==> src/hw/count_core_pkg.sv <==
// Package for the prescaled count core: register map, field positions, reset values.
// Assumes an 8-bit register port with byte-wide registers at small word indices.
package count_core_pkg;

    // ==================================================================
    // Widths
    localparam int unsigned ADDR_W    = 3;
    localparam int unsigned DATA_W    = 8;
    localparam int unsigned COUNT_W   = 16;
    localparam int unsigned PRESC_W   = 6;
    localparam int unsigned DIV_SEL_W = 3;

    // ==================================================================
    // Register indices
    localparam logic [ADDR_W-1:0] ADDR_STATUS_CONTROL = 3'h0;
    localparam logic [ADDR_W-1:0] ADDR_COUNT_HIGH     = 3'h1;
    localparam logic [ADDR_W-1:0] ADDR_COUNT_LOW      = 3'h2;
    localparam logic [ADDR_W-1:0] ADDR_LIMIT_HIGH     = 3'h3;
    localparam logic [ADDR_W-1:0] ADDR_LIMIT_LOW      = 3'h4;

    // ==================================================================
    // Status/control field positions
    localparam int unsigned BIT_WRAP_FLAG  = 7;
    localparam int unsigned BIT_WRAP_IE    = 6;
    localparam int unsigned BIT_HALT       = 5;
    localparam int unsigned BIT_CLEAR      = 4;
    localparam int unsigned DIV_SEL_LSB    = 0;

    // ==================================================================
    // Reset values and constants
    localparam logic [DIV_SEL_W-1:0] DIV_SEL_RESET = 3'h0;
    localparam logic [DIV_SEL_W-1:0] DIV_SEL_NONE  = 3'h7;
    localparam logic [COUNT_W-1:0]   COUNT_RESET   = 16'h0000;
    localparam logic [COUNT_W-1:0]   LIMIT_RESET   = 16'hFFFF;
    localparam logic [PRESC_W-1:0]   PRESC_RESET   = 6'h00;
    localparam logic [DATA_W-1:0]    BYTE_ZERO     = 8'h00;

endpackage

==> src/hw/count_prescaler.sv <==
// Prescaler: divider that counts while run and issues one counter tick per 2**sel bus clocks, none for sel 7.
// Assumes run and clear come from the core's registers on the same clock.
module count_prescaler #(
    parameter int unsigned PRESC_W = count_core_pkg::PRESC_W,
    parameter int unsigned SEL_W   = count_core_pkg::DIV_SEL_W
) (
    // Clock and reset
    input  wire logic             ref_clk,
    input  wire logic             rstn,
    input  wire logic             ce,
    // Control
    input  wire logic             run,
    input  wire logic             clear,
    input  wire logic [SEL_W-1:0] sel,
    // Counter tick
    output logic                  tick
);

    // ==================================================================
    // Divider chain
    logic [PRESC_W-1:0] div_reg;
    logic [PRESC_W-1:0] div_next;
    logic [PRESC_W-1:0] sel_mask;

    // Tick when the low sel bits are all ones; code 7 gives no tick
    always_comb begin
        sel_mask = PRESC_W'((PRESC_W'(1) << sel) - PRESC_W'(1));
        tick     = run && (sel != count_core_pkg::DIV_SEL_NONE)
                   && ((div_reg & sel_mask) == sel_mask);
    end

    // Next divider value
    always_comb begin
        div_next = div_reg;
        if (clear) begin
            div_next = count_core_pkg::PRESC_RESET;
        end else if (run) begin
            div_next = PRESC_W'(div_reg + PRESC_W'(1));
        end
    end

    // Divider register
    always_ff @(posedge ref_clk or negedge rstn) begin
        if (!rstn) begin
            div_reg <= count_core_pkg::PRESC_RESET;
        end else if (ce) begin
            div_reg <= div_next;
        end
    end

endmodule // count_prescaler

==> src/hw/prescaled_count_core.sv <==
// Prescaled count core: 16-bit wrapping up-counter with status/control register,
// latched counter byte pair and limit registers on a plain strobe port.
// Assumes wait, stop, break and break_clear_allow come synchronous from system logic.
//
// Local design decisions: the plain strobed port and the register offsets.

module prescaled_count_core #(
    parameter int unsigned NUM_CHAN = 4,
    parameter int unsigned ADDR_W   = count_core_pkg::ADDR_W,
    parameter int unsigned DATA_W   = count_core_pkg::DATA_W,
    parameter int unsigned COUNT_W  = count_core_pkg::COUNT_W
) (
    // Clock, reset, clock enable
    input  wire logic                ref_clk,
    input  wire logic                rstn,
    input  wire logic                ce,
    // Register port
    input  wire logic [ADDR_W-1:0]   addr,
    input  wire logic [DATA_W-1:0]   wdata,
    input  wire logic                wr_stb,
    input  wire logic                rd_stb,
    output logic      [DATA_W-1:0]   rdata,
    // System state
    input  wire logic                wait_mode,
    input  wire logic                stop_mode,
    input  wire logic                break_active,
    input  wire logic                break_clear_allow,
    // Requests, channel gating and count value
    output logic                     wrap_irq,
    output logic      [NUM_CHAN-1:0] capture_inhibit,
    output logic      [COUNT_W-1:0]  count_value
);

    // ==================================================================
    // State
    logic                                   wrap_flag_reg;
    logic                                   wrap_flag_next;
    logic                                   clear_armed_reg;
    logic                                   clear_armed_next;
    logic                                   wrap_irq_enable_reg;
    logic                                   wrap_irq_enable_next;
    logic                                   count_halt_reg;
    logic                                   count_halt_next;
    logic [count_core_pkg::DIV_SEL_W-1:0]   div_sel_reg;
    logic [count_core_pkg::DIV_SEL_W-1:0]   div_sel_next;
    logic [COUNT_W-1:0]                     count_reg;
    logic [COUNT_W-1:0]                     count_next;
    logic [COUNT_W-1:0]                     limit_reg;
    logic [COUNT_W-1:0]                     limit_next;
    logic                                   limit_pend_reg;
    logic                                   limit_pend_next;
    logic [DATA_W-1:0]                      low_buf_reg;
    logic [DATA_W-1:0]                      low_buf_next;
    logic                                   low_held_reg;
    logic                                   low_held_next;
    logic [DATA_W-1:0]                      rdata_reg;
    logic [DATA_W-1:0]                      rdata_next;
    logic                                   irq_reg;
    logic                                   irq_next;
    logic [NUM_CHAN-1:0]                    inhibit_reg;
    logic [NUM_CHAN-1:0]                    inhibit_next;

    // Decoded strobes and control terms
    logic            acc_ok;
    logic            wr_ok;
    logic            rd_ok;
    logic            clr_pulse;
    logic            run;
    logic            tick;
    logic            wrap_event;
    logic            status_clear_ok;
    logic [DATA_W-1:0] status_byte;

    // Access decode for one register
    function automatic logic hit(input logic [ADDR_W-1:0] a,
                                 input logic [ADDR_W-1:0] target);
        hit = (a == target);
    endfunction

    // ==================================================================
    // Access gating and run condition
    always_comb begin
        acc_ok          = !wait_mode;
        wr_ok           = wr_stb && acc_ok;
        rd_ok           = rd_stb && acc_ok;
        status_clear_ok = !break_active || break_clear_allow;
        clr_pulse       = wr_ok && hit(addr, count_core_pkg::ADDR_STATUS_CONTROL)
                          && wdata[count_core_pkg::BIT_CLEAR];
        // Runs in wait; idles in stop, break and halt
        run             = !count_halt_reg && !break_active && !stop_mode;
        wrap_event      = tick && (count_reg == limit_reg);
    end

    // Prescaler instance
    count_prescaler #(
        .PRESC_W (count_core_pkg::PRESC_W),
        .SEL_W   (count_core_pkg::DIV_SEL_W)
    ) u_prescaler (
        .ref_clk (ref_clk),
        .rstn    (rstn),
        .ce      (ce),
        .run     (run),
        .clear   (clr_pulse),
        .sel     (div_sel_reg),
        .tick    (tick)
    );

    // ==================================================================
    // Counter and limit registers
    always_comb begin
        count_next      = count_reg;
        limit_next      = limit_reg;
        limit_pend_next = limit_pend_reg;
        if (clr_pulse) begin
            count_next = count_core_pkg::COUNT_RESET;
        end else if (wrap_event) begin
            count_next = count_core_pkg::COUNT_RESET;
        end else if (tick) begin
            count_next = COUNT_W'(count_reg + COUNT_W'(1));
        end
        if (wr_ok && hit(addr, count_core_pkg::ADDR_LIMIT_HIGH)) begin
            limit_next[COUNT_W-1:DATA_W] = wdata;
            limit_pend_next              = 1'b1;
        end
        if (wr_ok && hit(addr, count_core_pkg::ADDR_LIMIT_LOW)) begin
            limit_next[DATA_W-1:0] = wdata;
            limit_pend_next        = 1'b0;
        end
    end

    // ==================================================================
    // Status/control register and wrap flag
    always_comb begin
        wrap_flag_next       = wrap_flag_reg;
        clear_armed_next     = clear_armed_reg;
        wrap_irq_enable_next = wrap_irq_enable_reg;
        count_halt_next      = count_halt_reg;
        div_sel_next         = div_sel_reg;
        // Read while set arms the clear; blocked in protected break
        if (rd_ok && hit(addr, count_core_pkg::ADDR_STATUS_CONTROL)
            && wrap_flag_reg && status_clear_ok) begin
            clear_armed_next = 1'b1;
        end
        if (wr_ok && hit(addr, count_core_pkg::ADDR_STATUS_CONTROL)) begin
            wrap_irq_enable_next = wdata[count_core_pkg::BIT_WRAP_IE];
            count_halt_next      = wdata[count_core_pkg::BIT_HALT];
            div_sel_next         = wdata[count_core_pkg::DIV_SEL_LSB +:
                                         count_core_pkg::DIV_SEL_W];
            if (!wdata[count_core_pkg::BIT_WRAP_FLAG] && clear_armed_reg
                && status_clear_ok) begin
                wrap_flag_next   = 1'b0;
                clear_armed_next = 1'b0;
            end
        end
        // New wrap wins over a clear and cancels the armed step
        if (wrap_event && !limit_pend_reg) begin
            wrap_flag_next   = 1'b1;
            clear_armed_next = 1'b0;
        end
    end

    // ==================================================================
    // Counter byte pair read latch
    always_comb begin
        low_buf_next  = low_buf_reg;
        low_held_next = low_held_reg;
        if (rd_ok && hit(addr, count_core_pkg::ADDR_COUNT_HIGH) && !low_held_reg) begin
            low_buf_next  = count_reg[DATA_W-1:0];
            low_held_next = 1'b1;
        end
        if (rd_ok && hit(addr, count_core_pkg::ADDR_COUNT_LOW)) begin
            low_held_next = 1'b0;
        end
    end

    // ==================================================================
    // Read data, one cycle after the strobe
    always_comb begin
        status_byte = count_core_pkg::BYTE_ZERO;
        status_byte[count_core_pkg::BIT_WRAP_FLAG] = wrap_flag_reg;
        status_byte[count_core_pkg::BIT_WRAP_IE]   = wrap_irq_enable_reg;
        status_byte[count_core_pkg::BIT_HALT]      = count_halt_reg;
        status_byte[count_core_pkg::DIV_SEL_LSB +: count_core_pkg::DIV_SEL_W] = div_sel_reg;
        rdata_next = count_core_pkg::BYTE_ZERO;
        if (rd_ok) begin
            unique case (addr)
                count_core_pkg::ADDR_STATUS_CONTROL: begin
                    rdata_next = status_byte;
                end
                count_core_pkg::ADDR_COUNT_HIGH: begin
                    rdata_next = count_reg[COUNT_W-1:DATA_W];
                end
                count_core_pkg::ADDR_COUNT_LOW: begin
                    rdata_next = low_held_reg ? low_buf_reg : count_reg[DATA_W-1:0];
                end
                count_core_pkg::ADDR_LIMIT_HIGH: begin
                    rdata_next = limit_reg[COUNT_W-1:DATA_W];
                end
                count_core_pkg::ADDR_LIMIT_LOW: begin
                    rdata_next = limit_reg[DATA_W-1:0];
                end
                default: begin
                    rdata_next = count_core_pkg::BYTE_ZERO;
                end
            endcase
        end
    end

    // ==================================================================
    // Registered outputs
    always_comb begin
        irq_next     = wrap_flag_next && wrap_irq_enable_next;
        // One inhibit per channel pin; channel logic sits outside
        inhibit_next = {NUM_CHAN{count_halt_next || break_active}};
    end

    // ==================================================================
    // State registers; clock enable freezes everything

    // Counter and limit registers
    always_ff @(posedge ref_clk or negedge rstn) begin
        if (!rstn) begin
            count_reg      <= count_core_pkg::COUNT_RESET;
            limit_reg      <= count_core_pkg::LIMIT_RESET;
            limit_pend_reg <= 1'b0;
        end else if (ce) begin
            count_reg      <= count_next;
            limit_reg      <= limit_next;
            limit_pend_reg <= limit_pend_next;
        end
    end

    // Status/control bits and armed clear step
    always_ff @(posedge ref_clk or negedge rstn) begin
        if (!rstn) begin
            wrap_flag_reg       <= 1'b0;
            clear_armed_reg     <= 1'b0;
            wrap_irq_enable_reg <= 1'b0;
            count_halt_reg      <= 1'b1;
            div_sel_reg         <= count_core_pkg::DIV_SEL_RESET;
        end else if (ce) begin
            wrap_flag_reg       <= wrap_flag_next;
            clear_armed_reg     <= clear_armed_next;
            wrap_irq_enable_reg <= wrap_irq_enable_next;
            count_halt_reg      <= count_halt_next;
            div_sel_reg         <= div_sel_next;
        end
    end

    // Low byte latch
    always_ff @(posedge ref_clk or negedge rstn) begin
        if (!rstn) begin
            low_buf_reg  <= count_core_pkg::BYTE_ZERO;
            low_held_reg <= 1'b0;
        end else if (ce) begin
            low_buf_reg  <= low_buf_next;
            low_held_reg <= low_held_next;
        end
    end

    // Read data register
    always_ff @(posedge ref_clk or negedge rstn) begin
        if (!rstn) begin
            rdata_reg <= count_core_pkg::BYTE_ZERO;
        end else if (ce) begin
            rdata_reg <= rdata_next;
        end
    end

    // Request and inhibit outputs; inhibits start high while halted
    always_ff @(posedge ref_clk or negedge rstn) begin
        if (!rstn) begin
            irq_reg     <= 1'b0;
            inhibit_reg <= {NUM_CHAN{1'b1}};
        end else if (ce) begin
            irq_reg     <= irq_next;
            inhibit_reg <= inhibit_next;
        end
    end

    // Output wiring from flops
    assign rdata           = rdata_reg;
    assign wrap_irq        = irq_reg;
    assign capture_inhibit = inhibit_reg;
    assign count_value     = count_reg;

endmodule // prescaled_count_core

==> config.mk <==
export PLATFORM = sky130hd
export DESIGN_NAME = prescaled_count_core
export DESIGN_NICKNAME = d
export VERILOG_FILES = /design/src/hw/count_core_pkg.sv /design/src/hw/count_prescaler.sv /design/src/hw/prescaled_count_core.sv
export SDC_FILE = /design/constraint.sdc
export NUM_CORES = 1
export LEC_CHECK = 0
export ABC_AREA = 1
export BUFFER_PORTS_ARGS = -buffer_cell sky130_fd_sc_hd__buf_2
export CAP_MARGIN = 20
export CORE_UTILIZATION = 55
export DETAILED_ROUTE_END_ITERATION = 12
export PLACE_DENSITY = 0.76
export SLEW_MARGIN = 20
export SYNTH_ARGS = -nofsm -noshare
export SYNTH_HDL_FRONTEND = slang
export SYNTH_SLANG_ARGS = --single-unit
==> constraint.sdc <==
create_clock -name ref_clk -period 2.1 [get_ports ref_clk]
set_input_delay 0.21 -clock ref_clk [delete_from_list [all_inputs] [get_ports ref_clk]]
set_output_delay 0.21 -clock ref_clk [all_outputs]
set_load 0.02 [all_outputs]
==> results by group <==
CTS
  • Setup Buffers After CTS: 0
  • CTS root buffer: clkbuf_8
  • CTS max path bufs: 2
  • Num CTS Buffers: 9
  • CTS sink count: 65
  • Cts hold-fix bufs: 1
  • Clock transition at path regs: around 70 ps
  • Worst skew pair latency: 340 ps
  • Cts repair resizes: 0
  • CTS tree: yes
  • H-Tree Depth: 3

Synth
  • Synth warn: 0
  • Mapped Area: 3940 sq um
  • Dominant cell type by area after synthesis: dfrtp_1
  • Post-synthesis average cell area: 7.28 sq um
  • Post-synthesis net count: 563
  • Post-synthesis instance total: approximately 540
  • Post-synth cell types: 37
  • Synth top area cells: dfrtp_1, nand2_1, dfstp_2, inv_1, o21ai_0
  • FF+latch count, synth: 65
  • Area share of the largest cell type after synthesis: 0.299
  • Seq/Total Area, Yosys: 0.419

Finish
  • Diode count: 0
  • Final core occ: 0.642
  • Area delta synth->final: 12.0%
  • Most frequent cells in the layout: nand2_1, inv_1, buf_2
  • Fillers: 629
  • Final nets: 611
  • Non-filler cells, final: 690
  • Most common cell after layout, fill and taps aside: nand2_1
  • Fraction of layout cells with a size suffix above 1: 0.189

Timing
  • Final setup violation count: 0
  • Rel. slew slack: 0.544
  • Period utilization: 0.924
  • Total negative slack: 0 ps
  • Final Max Tran Viols: 0
  • RSZ-0062 raised after global routing: false
  • Clk_skew: 10.2 ps
  • Peak Freq: 515 MHz
  • Final worst slack: ~160 ps
  • Post-layout minimum cycle time: 1940 ps
  • Actual slew at the worst max-slew pin: 684 ps
  • Final Hold Fails: 0

Global routing
  • Initial antenna violation count: 0
  • Largest net degree at the start of global routing: 31
  • Number of global-route vias before repair: 3591
  • Gr ovfl total: 0
  • First-pass GRT wire length: between 15000 and 20000 um
  • GR Util All Layers: 0.298

Route
  • Drt drc: 0
  • Iteration-0 DRC Markers: ~360
  • Drt first pass iters: 5
  • Vias per cell: ~5.4
  • Routed wire length: 10200 um
  • DR vias: 3728
  • ANT nets after route: 0
  • Wirelength per Cell: 14.8 um

Die
  • Die height: 86.6 um
  • Die X: 86.6 um
  • Ports: between 40 and 50
  • Core Rows: 30
  • Die ar.: 7510 sq um
  • Core Box Area: slightly below 7000 sq um
  • Starting Density: 0.574

Worst setup path
  • CP arrival: 2160 ps
  • Worst Setup Path Type: flip-flop to flip-flop
  • Worst setup EP type: flip-flop
  • Crit-path max FO: 16
  • Worst Setup Start Kind: flip-flop
  • Critical Path RT: 2320 ps

Power
  • Leak pwr: 0.00227 uW
  • Maximum VDD drop: approximately 0.46 mV
  • Tot Pwr: 3280 uW
  • Pwr/cell area: 743 nW/um^2

Place
  • Worst slack at placement: 203 ps
  • IO Port Bufs: 48
  • GPL Wtd Cong: 0.956
  • HPWL after DPL: approximately 7700 um
  • Dpl cells: 673

Run
  • Max Cap Viol: 0

Worst hold path
  • Worst Hold Class: primary input to flip-flop

Outcome
  • Status: complete, no violations
==> report_power, final <==
part | switching [uW] | total, uW | leakage, uW | internal, uW
registers | 192 | 1660 | 0.000820 | 1470
logic | 451 | 697 | 0.00137 | 246
clock network | 461 | 923 | 0.0000817 | 462
total | 1100 | 3280 | 0.00227 | 2180
==> synthesized netlist by cell type <==
| library cell | number |
|---|---|
| nand3b_1 | 1 |
| nor2_1 | 37 |
| bufinv_8 | 1 |
| nor3_1 | 11 |
| nor2_2 | 2 |
| nand3_4 | 1 |
| o21ai_0 | 46 |
| nand2_4 | 2 |
| inv_1 | 76 |
| a31oi_1 | 1 |
| xor2_1 | 14 |
| o2111ai_1 | 2 |
| nand3_2 | 2 |
| o21ai_4 | 1 |
| dfrtp_1 | 47 |
| o221ai_1 | 1 |
| and2_1 | 1 |
| ha_1 | 2 |
| buf_2 | 6 |
| o21ai_2 | 7 |
| o22ai_1 | 7 |
| clkbuf_1 | 2 |
| o211ai_1 | 1 |
| nor3_4 | 2 |
| o21bai_1 | 1 |
| a22o_1 | 2 |
| a21oi_1 | 7 |
| inv_2 | 7 |
| nand2_1 | 183 |
| buf_6 | 1 |
| nand2_2 | 2 |
| a21boi_0 | 1 |
| nand3_1 | 15 |
| nor2_4 | 3 |
| dfstp_2 | 18 |
| nand4_1 | 20 |
| buf_4 | 8 |
==> metal layers <==
metal  vias up  track usage  wire, um
li1       1806            -         -
met1      1750        0.383      4360
met2       149        0.496      4870
met3        23       0.0571       762
met4         0        0.120       228
met5         -            0         0
==> worst paths after layout <==
| path | startpoint | slack [ps] | cells past startpoint | to |
|---|---|---|---|---|
| min | wdata[5] | 100 | 3 | count_halt_reg$_DFFE_PN1P_ |
| max reg2reg | count_value[7]$_DFFE_PN0P_ | 160 | 9 | count_value[14]$_DFFE_PN0P_ |
| min reg2reg | rdata[6]$_DFFE_PN0P_ | 470 | 2 | rdata[6]$_DFFE_PN0P_ |
| max | count_value[7]$_DFFE_PN0P_ | 160 | 9 | count_value[14]$_DFFE_PN0P_ |
| max in group asynchronous | rstn | 990 | 3 | limit_reg[9]$_DFFE_PN1P_ |
| min in group asynchronous | rstn | 450 | 2 | u_prescaler.div_reg[4]$_DFFE_PN0P_ |
==> logic make-up after synthesis <==
family,Yosys count,synth area share
fa+ha+maj,2,0.00635
flops,65,0.419
xor+xnor,14,0.0311
buf+inv,101,0.111
simple gates,282,0.316
compound gates,77,0.117
==> final cells by class <==
class | count | area (sq um) | share of cell area
clock buffers | 15 | 156 | 0.0354
well taps | 96 | 120 | 0.0272
multi-input cells | 375 | 1850 | 0.420
clock inverters | 1 | 5.00 | 0.00113
repair buffers | 54 | 300 | 0.0680
flip-flops and latches | 65 | 1650 | 0.374
inverters | 84 | 329 | 0.0746
==> critical path, cell delays in order (launching register included) <==
cell	delay [ps]
dfrtp_1	530
inv_1	150
nand2_1	90
nand2_1	50
nor2_1	150
nand2_1	90
nor2_2	140
nand3_2	320
nand4_1	230
nand2_1	70
==> stage by stage <==
stage          hold slack (ps)  area (sq um)
3_3_place_gp               290          4240
5_1_grt                    113          4410
4_1_cts                   92.4          4410
2_1_floorplan            -85.6          3940
6_report                   100          4410
3_5_place_dp               289          4240
Power figures use the tool's default switching activity.
